<file path="src/hdl/analog_ctrl_pkg.sv">
package analog_ctrl_pkg;
  // ----------------------------------------------------------------
  // register byte offsets
  // ----------------------------------------------------------------
  localparam logic [3:0] ADDR_MUX    = 4'h0;
  localparam logic [3:0] ADDR_CTRL   = 4'h4;
  localparam logic [3:0] ADDR_STATUS = 4'h8;
  localparam logic [3:0] ADDR_IRQ    = 4'hC;
  // ----------------------------------------------------------------
  // analog multiplex register fields
  // ----------------------------------------------------------------
  localparam int MUX_CH_LSB = 0;
  localparam int MUX_CH_W   = 4;
  localparam int MUX_VREF   = 4;
  localparam int MUX_HOLD   = 5;
  localparam int MUX_DIV_HOLD = 6;
  // ----------------------------------------------------------------
  // analog control register fields
  // ----------------------------------------------------------------
  localparam int CTRL_METH_A = 0;
  localparam int CTRL_METH_B = 1;
  localparam int CTRL_CHARGE = 2;
  localparam int CTRL_RAMP_EN = 3;
  localparam int CTRL_CMP_OE = 4;
  localparam int CTRL_WAIT   = 5;
  localparam int CTRL_STOP   = 6;
  // ----------------------------------------------------------------
  // status / interrupt bits
  // ----------------------------------------------------------------
  localparam int ST_CMP1  = 0;
  localparam int ST_CMP2  = 1;
  localparam int ST_W     = 2;
  localparam int REG_W    = 8;
  localparam logic [REG_W-1:0] RST_VAL = 8'h00;
  // ----------------------------------------------------------------
  // channel source selection
  // ----------------------------------------------------------------
  typedef enum logic [2:0] {
    SRC_NONE   = 3'h0,
    SRC_PIN    = 3'h1,
    SRC_SUPPLY = 3'h3,
    SRC_DIODE  = 3'h2
  } src_type;
endpackage

</file>
<file path="src/hdl/analog_sel_if.sv">
`timescale 1ns/1ps
`default_nettype none
interface analog_sel_if;
  logic [7:0] mux_reg;
  logic [3:0] pin_sw;
  logic       supply_sw;
  logic       divide_sw;
  logic       diode_sw;
  modport ctl (output mux_reg, input pin_sw, supply_sw, divide_sw, diode_sw);
  modport dec (input mux_reg, output pin_sw, supply_sw, divide_sw, diode_sw);
endinterface
`default_nettype wire

</file>
<file path="src/hdl/analog_sel_decode.sv">
`timescale 1ns/1ps
`default_nettype none
module analog_sel_decode
  import analog_ctrl_pkg::*;
(
  input  wire logic clk_i,
  input  wire logic rst_i,
  analog_sel_if.dec sel
);
  logic [3:0] ch;
  logic       dia;
  assign ch  = sel.mux_reg[MUX_CH_LSB +: MUX_CH_W];
  assign dia = sel.mux_reg[MUX_HOLD] & sel.mux_reg[MUX_DIV_HOLD];
  // ----------------------------------------------------------------
  // registered switch controls
  // ----------------------------------------------------------------
  always_ff @(posedge clk_i)
  begin
    if (rst_i)
    begin
      sel.pin_sw    <= 4'h0;
      sel.supply_sw <= 1'b0;
      sel.divide_sw <= 1'b0;
      sel.diode_sw  <= 1'b0;
    end
    else
    begin
      sel.pin_sw    <= dia ? 4'h0 : ch;
      sel.supply_sw <= !dia && sel.mux_reg[MUX_VREF] && ch == 4'h0;
      sel.divide_sw <= !dia && sel.mux_reg[MUX_DIV_HOLD];
      sel.diode_sw  <= dia;
    end
  end
endmodule // analog_sel_decode
`default_nettype wire

</file>
<file path="src/hdl/analog_mux_comparator_control.sv">
// The implementer's own choices: the Wishbone register port and the register addresses.
`timescale 1ns/1ps
`default_nettype none
module analog_mux_comparator_control
  import analog_ctrl_pkg::*;
#(
  parameter bit MASK_CMP_OUT = 1'b1
)
(
  input  wire logic        clk_i,
  input  wire logic        rst_i,
  input  wire logic [31:0] wb_adr_i,
  input  wire logic [31:0] wb_dat_i,
  output logic      [31:0] wb_dat_o,
  input  wire logic        wb_we_i,
  input  wire logic [3:0]  wb_sel_i,
  input  wire logic        wb_cyc_i,
  input  wire logic        wb_stb_i,
  output logic             wb_ack_o,
  input  wire logic        cmp1_i,
  input  wire logic        cmp2_i,
  input  wire logic        port_b4_data_i,
  input  wire logic        timer_output_level_i,
  input  wire logic        wait_mode_i,
  input  wire logic        stop_mode_i,
  output logic [3:0]       pin_channel_select_o,
  output logic             supply_select_o,
  output logic             divided_sample_select_o,
  output logic             diode_select_o,
  output logic             diode_bias_en_o,
  output logic             charge_source_en_o,
  output logic             discharge_en_o,
  output logic             compare_output_pin_o,
  output logic             compare_output_pin_oe_o,
  output logic             capture_input_o,
  output logic             wake_o,
  output logic             irq_o
);
  // ----------------------------------------------------------------
  // sizes and elaboration-time checks
  // ----------------------------------------------------------------
  localparam int NUM_CMP = 2;
  localparam int SYNC_W  = 2;
  localparam int BUS_W   = 32;
  localparam int CMP_ONE = 0;
  localparam int CMP_TWO = 1;
  localparam logic [REG_W-1:0] ST_MASK = (REG_W'(1) << ST_CMP1) | (REG_W'(1) << ST_CMP2);

  if (REG_W < 8 || REG_W > BUS_W)
  begin : g_reg_w_check
    $error("register width does not fit the bus");
  end
  if (ST_CMP1 >= REG_W || ST_CMP2 >= REG_W)
  begin : g_status_check
    $error("status bits fall outside the register");
  end
  if (SYNC_W < 2)
  begin : g_sync_check
    $error("pin synchronisers need two stages");
  end
  if (NUM_CMP != 2)
  begin : g_cmp_check
    $error("status layout serves exactly two comparators");
  end

  // ----------------------------------------------------------------
  // storage and internal nets
  // ----------------------------------------------------------------
  logic [REG_W-1:0]   mux_q;
  logic [REG_W-1:0]   ctrl_q;
  logic [REG_W-1:0]   stat_q;
  logic [REG_W-1:0]   mask_q;
  logic [REG_W-1:0]   rdat;
  logic [REG_W-1:0]   wdat;
  logic [REG_W-1:0]   ev;
  logic [REG_W-1:0]   pend;
  logic [NUM_CMP-1:0] cmp_raw;
  logic [NUM_CMP-1:0] cmp_sync;
  logic [NUM_CMP-1:0] cmp_rise;
  logic [SYNC_W-1:0]  wait_s_q;
  logic [SYNC_W-1:0]  stop_s_q;
  logic               wait_sync;
  logic               stop_sync;
  logic               req;
  logic               wr;
  logic [3:0]         reg_adr;
  logic               hit_mux;
  logic               hit_ctrl;
  logic               hit_status;
  logic               hit_mask;
  logic               ramp_on;
  logic               auto_mode;
  logic               manual_mode;
  logic               charge_req;
  logic               discharge_req;
  logic               cmp_pin_level;

  // ----------------------------------------------------------------
  // channel selection decode
  // ----------------------------------------------------------------
  // the decode flops own the switch controls, so they move one edge after the write
  analog_sel_if sel ();

  assign sel.mux_reg = mux_q;

  analog_sel_decode u_dec (
    .clk_i (clk_i),
    .rst_i (rst_i),
    .sel   (sel)
  );

  // ----------------------------------------------------------------
  // wishbone slave, one-wait answer
  // ----------------------------------------------------------------
  // the low ack gate stops one long strobe from being taken twice
  assign req     = wb_cyc_i && wb_stb_i && !wb_ack_o;
  assign reg_adr = wb_adr_i[3:0];
  assign wr      = req && wb_we_i && wb_sel_i[0];
  assign wdat    = wb_dat_i[REG_W-1:0];

  assign hit_mux    = reg_adr == ADDR_MUX;
  assign hit_ctrl   = reg_adr == ADDR_CTRL;
  assign hit_status = reg_adr == ADDR_STATUS;
  assign hit_mask   = reg_adr == ADDR_IRQ;

  always_comb
  begin
    case (reg_adr)
      ADDR_MUX:    rdat = mux_q;
      ADDR_CTRL:   rdat = ctrl_q;
      ADDR_STATUS: rdat = stat_q;
      ADDR_IRQ:    rdat = mask_q;
      default:     rdat = RST_VAL;
    endcase
  end

  always_ff @(posedge clk_i)
  begin
    if (rst_i)
      wb_ack_o <= 1'b0;
    else
      wb_ack_o <= req;
  end

  // only the low lane carries register data; the rest reads as zero
  always_ff @(posedge clk_i)
  begin
    if (rst_i)
      wb_dat_o <= 32'h0000_0000;
    else if (req)
      wb_dat_o <= {{(BUS_W-REG_W){1'b0}}, rdat};
  end

  // ----------------------------------------------------------------
  // control registers; selection held between writes
  // ----------------------------------------------------------------
  always_ff @(posedge clk_i)
  begin
    if (rst_i)
      mux_q <= RST_VAL;
    else if (wr && hit_mux)
      mux_q <= wdat;
  end

  always_ff @(posedge clk_i)
  begin
    if (rst_i)
      ctrl_q <= RST_VAL;
    else if (wr && hit_ctrl)
      ctrl_q <= wdat;
  end

  always_ff @(posedge clk_i)
  begin
    if (rst_i)
      mask_q <= RST_VAL;
    else if (wr && hit_mask)
      mask_q <= wdat & ST_MASK;
  end

  // ----------------------------------------------------------------
  // comparator synchronisers and edge events
  // ----------------------------------------------------------------
  // comparators run on in wait and stop; only their rising edges are recorded
  assign cmp_raw = {cmp2_i, cmp1_i};

  for (genvar g = 0; g < NUM_CMP; g++)
  begin : g_cmp
    logic [SYNC_W-1:0] s_q;
    logic              p_q;

    always_ff @(posedge clk_i)
    begin
      if (rst_i)
        s_q <= '0;
      else
        s_q <= {s_q[SYNC_W-2:0], cmp_raw[g]};
    end

    always_ff @(posedge clk_i)
    begin
      if (rst_i)
        p_q <= 1'b0;
      else
        p_q <= s_q[SYNC_W-1];
    end

    assign cmp_sync[g] = s_q[SYNC_W-1];
    assign cmp_rise[g] = s_q[SYNC_W-1] && !p_q;
  end

  // ----------------------------------------------------------------
  // low-power mode synchronisers
  // ----------------------------------------------------------------
  always_ff @(posedge clk_i)
  begin
    if (rst_i)
      wait_s_q <= '0;
    else
      wait_s_q <= {wait_s_q[SYNC_W-2:0], wait_mode_i};
  end

  always_ff @(posedge clk_i)
  begin
    if (rst_i)
      stop_s_q <= '0;
    else
      stop_s_q <= {stop_s_q[SYNC_W-2:0], stop_mode_i};
  end

  assign wait_sync = wait_s_q[SYNC_W-1];
  assign stop_sync = stop_s_q[SYNC_W-1];

  // ----------------------------------------------------------------
  // sticky status
  // ----------------------------------------------------------------
  always_comb
  begin
    ev = RST_VAL;
    ev[ST_CMP1] = cmp_rise[CMP_ONE];
    ev[ST_CMP2] = cmp_rise[CMP_TWO];
  end

  // a new event outranks the clearing write, so no edge is ever lost
  always_ff @(posedge clk_i)
  begin
    if (rst_i)
      stat_q <= RST_VAL;
    else if (wr && hit_status)
      stat_q <= (stat_q & ~wdat) | ev;
    else
      stat_q <= stat_q | ev;
  end

  assign pend = stat_q & mask_q;

  // ----------------------------------------------------------------
  // ramp current control
  // ----------------------------------------------------------------
  // charge only in manual mode; the auto modes hand the pin to the discharge device
  assign ramp_on       = ctrl_q[CTRL_RAMP_EN];
  assign auto_mode     = ctrl_q[CTRL_METH_A] || ctrl_q[CTRL_METH_B];
  assign manual_mode   = !auto_mode;
  assign charge_req    = ramp_on && manual_mode && ctrl_q[CTRL_CHARGE];
  assign discharge_req = ramp_on && auto_mode;

  // ----------------------------------------------------------------
  // registered outputs
  // ----------------------------------------------------------------
  assign cmp_pin_level = cmp_sync[CMP_ONE] || port_b4_data_i || timer_output_level_i;

  always_ff @(posedge clk_i)
  begin
    if (rst_i)
      irq_o <= 1'b0;
    else
      irq_o <= |pend;
  end

  // analog interrupt wakes from wait only, never from stop
  always_ff @(posedge clk_i)
  begin
    if (rst_i)
      wake_o <= 1'b0;
    else
      wake_o <= wait_sync && !stop_sync && |pend;
  end

  always_ff @(posedge clk_i)
  begin
    if (rst_i)
      charge_source_en_o <= 1'b0;
    else
      charge_source_en_o <= charge_req;
  end

  always_ff @(posedge clk_i)
  begin
    if (rst_i)
      discharge_en_o <= 1'b0;
    else
      discharge_en_o <= discharge_req;
  end

  // the pin level lags the comparator by the synchroniser stages plus the output flop
  always_ff @(posedge clk_i)
  begin
    if (rst_i)
      compare_output_pin_o <= 1'b0;
    else
      compare_output_pin_o <= cmp_pin_level;
  end

  always_ff @(posedge clk_i)
  begin
    if (rst_i)
      compare_output_pin_oe_o <= 1'b0;
    else
      compare_output_pin_oe_o <= MASK_CMP_OUT && ctrl_q[CTRL_CMP_OE];
  end

  always_ff @(posedge clk_i)
  begin
    if (rst_i)
      capture_input_o <= 1'b0;
    else
      capture_input_o <= cmp_sync[CMP_ONE];
  end

  // ----------------------------------------------------------------
  // switch controls
  // ----------------------------------------------------------------
  // decode flops already hold these, so no extra stage is added here
  assign pin_channel_select_o    = sel.pin_sw;
  assign supply_select_o         = sel.supply_sw;
  assign divided_sample_select_o = sel.divide_sw;
  assign diode_select_o          = sel.diode_sw;
  assign diode_bias_en_o         = sel.diode_sw;
endmodule // analog_mux_comparator_control
`default_nettype wire

</file>
<file path="config.mk">
export PLATFORM = sky130hd
export DESIGN_NAME = analog_mux_comparator_control
export DESIGN_NICKNAME = d
export VERILOG_FILES = /design/src/hdl/analog_ctrl_pkg.sv /design/src/hdl/analog_sel_if.sv /design/src/hdl/analog_sel_decode.sv /design/src/hdl/analog_mux_comparator_control.sv
export SDC_FILE = /design/constraint.sdc
export NUM_CORES = 1
export LEC_CHECK = 0
export CORE_ASPECT_RATIO = 0.5
export CORE_MARGIN = 1
export CORE_UTILIZATION = 50
export CTS_CLUSTER_DIAMETER = 60
export CTS_CLUSTER_SIZE = 28
export DETAILED_ROUTE_END_ITERATION = 10
export DONT_BUFFER_PORTS = 1
export GPL_TIMING_DRIVEN = 1
export PLACE_DENSITY_LB_ADDON = 0.1
export SYNTH_ARGS = -nofsm -noshare
export SYNTH_HDL_FRONTEND = slang
export SYNTH_SLANG_ARGS = --single-unit
</file>
<file path="constraint.sdc">
create_clock -name clk_i -period 1.6 [get_ports clk_i]
set_clock_uncertainty 0.15 [all_clocks]
set_input_delay 0.24 -clock clk_i [delete_from_list [all_inputs] [get_ports clk_i]]
set_output_delay 0.24 -clock clk_i [all_outputs]
set_load 0.01 [all_outputs]
</file>
* Word level (Yosys, flattened, before mapping)
Index checks and enable logic that the tools add are counted.
Word-level totals: register bits after elaboration 58, input bits 79, output and inout port bits 48, logic and storage cells 64
Operators by class: eq/ne operators 3, multiplexer cells 2, bitwise operators 6, reductions and logical operators 31
Operators by type and width (count):
- 8-bit case mux with 4 select lines | 1
- 1-bit logical AND | 18
- 8-bit by 2-bit OR with 8-bit output | 2
- 8-bit by 2-bit AND with 8-bit output | 1
- 8-bit AND | 1
- 4-bit == test, second input constant | 2
- 4-bit zero test | 2
- 8-bit two-way mux | 1
- 8-bit inverter | 1
- 8-bit OR reduction | 1
- 1-bit zero test | 6
- 4-bit by 3-bit == test with 1-bit output, second input constant | 1
- 1-bit logical OR | 3
- 2-bit OR reduction | 1
- 1-bit AND | 1

* Depth between registers and ports, before layout
depth in word-level cells 6, mapped depth 5, gate-level depth less buffers 3

* Modules after synthesis
From an unflattened synthesis, not the netlist that was laid out.
Second synthesis, totals: cell total of the unflattened synthesis 233, area, all modules 2438.6 µm²
Modules (own cells, without submodules):
- analog_mux_comparator_control | times used 1, cells an instance 217, area each 2227.1 µm², seq. area each 1021.0 µm²
- analog_sel_decode | times used 1, cells an instance 16, area each 211.5 µm², seq. area each 140.1 µm²

* Worst setup path after synthesis
Ideal clock, no wire load.
kind reg-to-reg, start point reg wb_ack_o, end point reg mux_q[0], arrival 1.100 ns, setup slack 0.222 ns, cell stages (with the launch flop) 5, cell sequence dfxtp_1 -> and3b_1 -> clkbuf_1 -> nand3_1 -> mux2i_1
Between the ends: longest elaborated chain between the ends 5
Ends and longest elaborated chain:
- start, declared | line analog_mux_comparator_control.sv:19 | output logic wb_ack_o,
- start signal, assigned | line analog_mux_comparator_control.sv:142 | wb_ack_o <= req;
- 1-bit zero test | line analog_mux_comparator_control.sv:116 | assign req = wb_cyc_i && wb_stb_i && !wb_ack_o;
- 1-bit logical AND | line analog_mux_comparator_control.sv:116
- 1-bit logical AND (2 in a row) | line analog_mux_comparator_control.sv:118 | assign wr = req && wb_we_i && wb_sel_i[0];
- 1-bit logical AND | line analog_mux_comparator_control.sv:161 | else if (wr && hit_mux)
- end signal, assigned | line analog_mux_comparator_control.sv:162 | mux_q <= wdat;
- end, declared | line analog_mux_comparator_control.sv:69 | logic [REG_W-1:0] mux_q;
Every way passes these cells. A chain may end at the register's enable or synchronous reset.

* Worst setup path in the final report
start point reg wb_ack_o, end point reg wb_dat_o[6]
Between the ends: longest elaborated chain between the ends 2
Ends and longest elaborated chain:
- 1-bit zero test | line analog_mux_comparator_control.sv:116
- 1-bit logical AND | line analog_mux_comparator_control.sv:116
- end signal, assigned | line analog_mux_comparator_control.sv:151 | wb_dat_o <= {{(BUS_W-REG_W){1'b0}}, rdat};
- end, declared | line analog_mux_comparator_control.sv:14 | output logic [31:0] wb_dat_o,
Every way passes these cells.

==> run summary <==
status -> finished, final reports clean
crit path DAT -> 1590 ps
Synth Register Bits -> 58
Core ar. -> 4470 µm²
MaxCap Viol Count -> 0
Pwr Total -> 3120 µW
htree depth -> 3
routed wire length -> 4.74 mm
Placer Congestion -> 0.801
# nets final -> 332
slew margin rel. -> 61.9%
ys flop type -> dfxtp_1
Max Root-Sink Buffers -> 2
Total GRT Usage -> 20.8%
leakage -> 0.00114 µW
PwrDens -> 1150 nW/µm²
fill count -> 386
Final Slew Violations -> 0
crit-path cells -> buf_4 -> and4bb_2 -> nand2_1 -> o2bb2ai_1
synth top area cells -> dfxtp_1 49%, mux2i_1 8.5%, buf_4 8.0%
drt initial violations -> 54
Initial Util -> 52.8%
Cell Count, Final, Fillers Out -> 315
Tcrit/Tclk final -> 92.7%
Yosys top cell area share -> 49.3%
Worst EP required -> 1700 ps
number of global-route vias before repair -> 1483
Syn Area/Cell -> 10.2 µm²
Vias/cell -> 5.01
CTS Buf Count -> 9
setup violators final -> 0
final count of hold timing violations -> 0
max incr delay on CP -> 320 ps
num ports -> 127
register area share after synthesis -> 49.3%
initial antenna violation count -> 0
Vias -> 1579
IO Port Bufs -> 0
global route overflow -> 0
Buf/Inv on CP -> 1
# rows -> 17
first-pass GRT wire length -> 7.36 mm
type of origin of the critical path -> flip-flop
Slowest-stage cell, CP -> dfxtp_1
CP Max Fanout -> 8
Clock transition at path regs -> 60 ps
largest net degree at the start of global routing -> 17
Crit path max-delay family -> simple AND/OR/NAND/NOR gates
hpwl dp -> 3.18 mm
Ys Warns -> 0
Final Util -> 60.8%
die height -> 50.6 µm
die footprint -> 5010 µm²
VDD IR-drop max -> 766 µV
CTS tree -> yes
FF+latch area -> 1160 µm²
n_diodes -> 0
most numerous cell in the Yosys netlist -> dfxtp_1
Layout Area Growth over Synthesis -> 15.2%
area of the multi-input gates -> 1030 µm²
Least-Margin Pin Slew -> 570 ps
hold crit path type -> in2reg
Setup CP Type -> reg2reg
Distinct cells, synth -> 35
clock sink count -> 58
Post-synth EDFFs -> 0
Post-synth ARST share -> 0%
Yosys top cell by area -> dfxtp_1
most frequent cells after synthesis -> 58 x dfxtp_1, 34 x nand2_1, 25 x buf_4
Worst setup EP type -> flip-flop
DR pass1 iterations -> 4
wire per inst -> 15.0 µm
Detail Route Antenna Nets -> 0
final hold slack -> 21.6 ps
Max Clock Freq -> 0.674 GHz
share of cells above drive strength 1 -> 13.6%
chip width -> 99.1 µm
CTS Root Buffer Type -> clkbuf_8
placed insts -> 283
min Tclk post-route -> 1480 ps
post-synthesis cell area -> 2360 µm²
Clock Latency Late Sink -> 340 ps
Mapped Cells -> 231
DRC -> 0
RSZ-0062 raised after global routing -> no
cell type report:
type	count	share of cell area [%]
Clock buffer	11	5.20
Clock inverter	5	2.86
Inverter	4	0.553
Multi-Input combinational cell	156	37.9
Sequential cell	58	42.7
Tap cell	57	2.63
Timing Repair Buffer	24	8.11
placed cells by master (no fill, tap or decap), types with 3 or more instances in the layout:
cell type	instances
mux2_1	7
and3_1	5
mux2i_1	20
nand4_1	3
a22oi_1	6
conb_1	24
dlygate4sd3_1	16
and2_1	4
nor2b_1	11
a21oi_2	6
buf_4	8
clkbuf_8	10
o2bb2ai_1	8
inv_1	3
dfxtp_1	58
nor2_1	7
nand2_1	34
routing by layer:
layer  track usage [%]  wire [µm]  vias up
met2              29.7       1950       65
met4              7.60         41        0
met3              11.3        443        6
met5                 0          0        -
li1                  -          -      792
met1              26.4       2300      716
power by group:
group / internal, µW / switching (µW) / total [µW]
registers: 1460 / 8.47 / 1470
clock network: 914 / 578 / 1490
logic: 66.1 / 90.9 / 157
path summary, 6_finish.rpt:
check / from / endpoint / slack [ps] / depth (start not counted)
setup / recovery: wb_ack_o$_SDFF_PP0_ / wb_dat_o[6]$_SDFFE_PP0N_ / 120 / 4
setup reg to reg: wb_ack_o$_SDFF_PP0_ / wb_dat_o[6]$_SDFFE_PP0N_ / 120 / 4
hold / removal: wb_stb_i / wb_ack_o$_SDFF_PP0_ / 20 / 1
hold reg to reg: stop_s_q[1]$_SDFF_PP0_ / wake_o$_SDFF_PP0_ / 240 / 1
timing repair:
item                       4_1_cts  5_1_grt
setup buffers                    0        0
setup endpoints to repair        5        0
hold endpoints to repair        42        0
gates resized for setup          1        0
hold buffers                    16        0
registers in the layout, indices dropped and copies added (netlist names):
signal and count:
ctrl_q 8, wake_o 1, wb_ack_o 1, stat_q 8
compare_output_pin_oe_o 1, wait_s_q 2, u_dec.sel.diode_sw 1, mask_q 2
g_cmp.s_q 4, u_dec.sel.divide_sw 1, irq_o 1, discharge_en_o 1
wb_dat_o 8, mux_q 8, u_dec.sel.pin_sw 4, g_cmp.p_q 1
compare_output_pin_o 1, charge_source_en_o 1, u_dec.sel.supply_sw 1, capture_input_o 1
stop_s_q 2
cells by family after synthesis:
kind of cell | count (synthesis) | synth area share [%]
multiplexers | 27 | 11.8
other | 1 | 0.159
flip-flops | 58 | 49.3
AND/OR/NAND/NOR | 79 | 18.6
AO/OA/AOI/OAI | 26 | 9.29
buffers and inverters | 40 | 10.8
per-stage QoR:
step / TNS, ps / area, µm² / setup WS, ps
finish: 0 / 2720 / 117
CTS: 0 / 2720 / 122
detailed placement: -0.583 / 2330 / -0.583
floorplan: 0 / 2440 / 222
global route: 0 / 2720 / 29.9
global placement: 0 / 2330 / 74.4
Note: power is estimated with default switching activity, not from simulation.
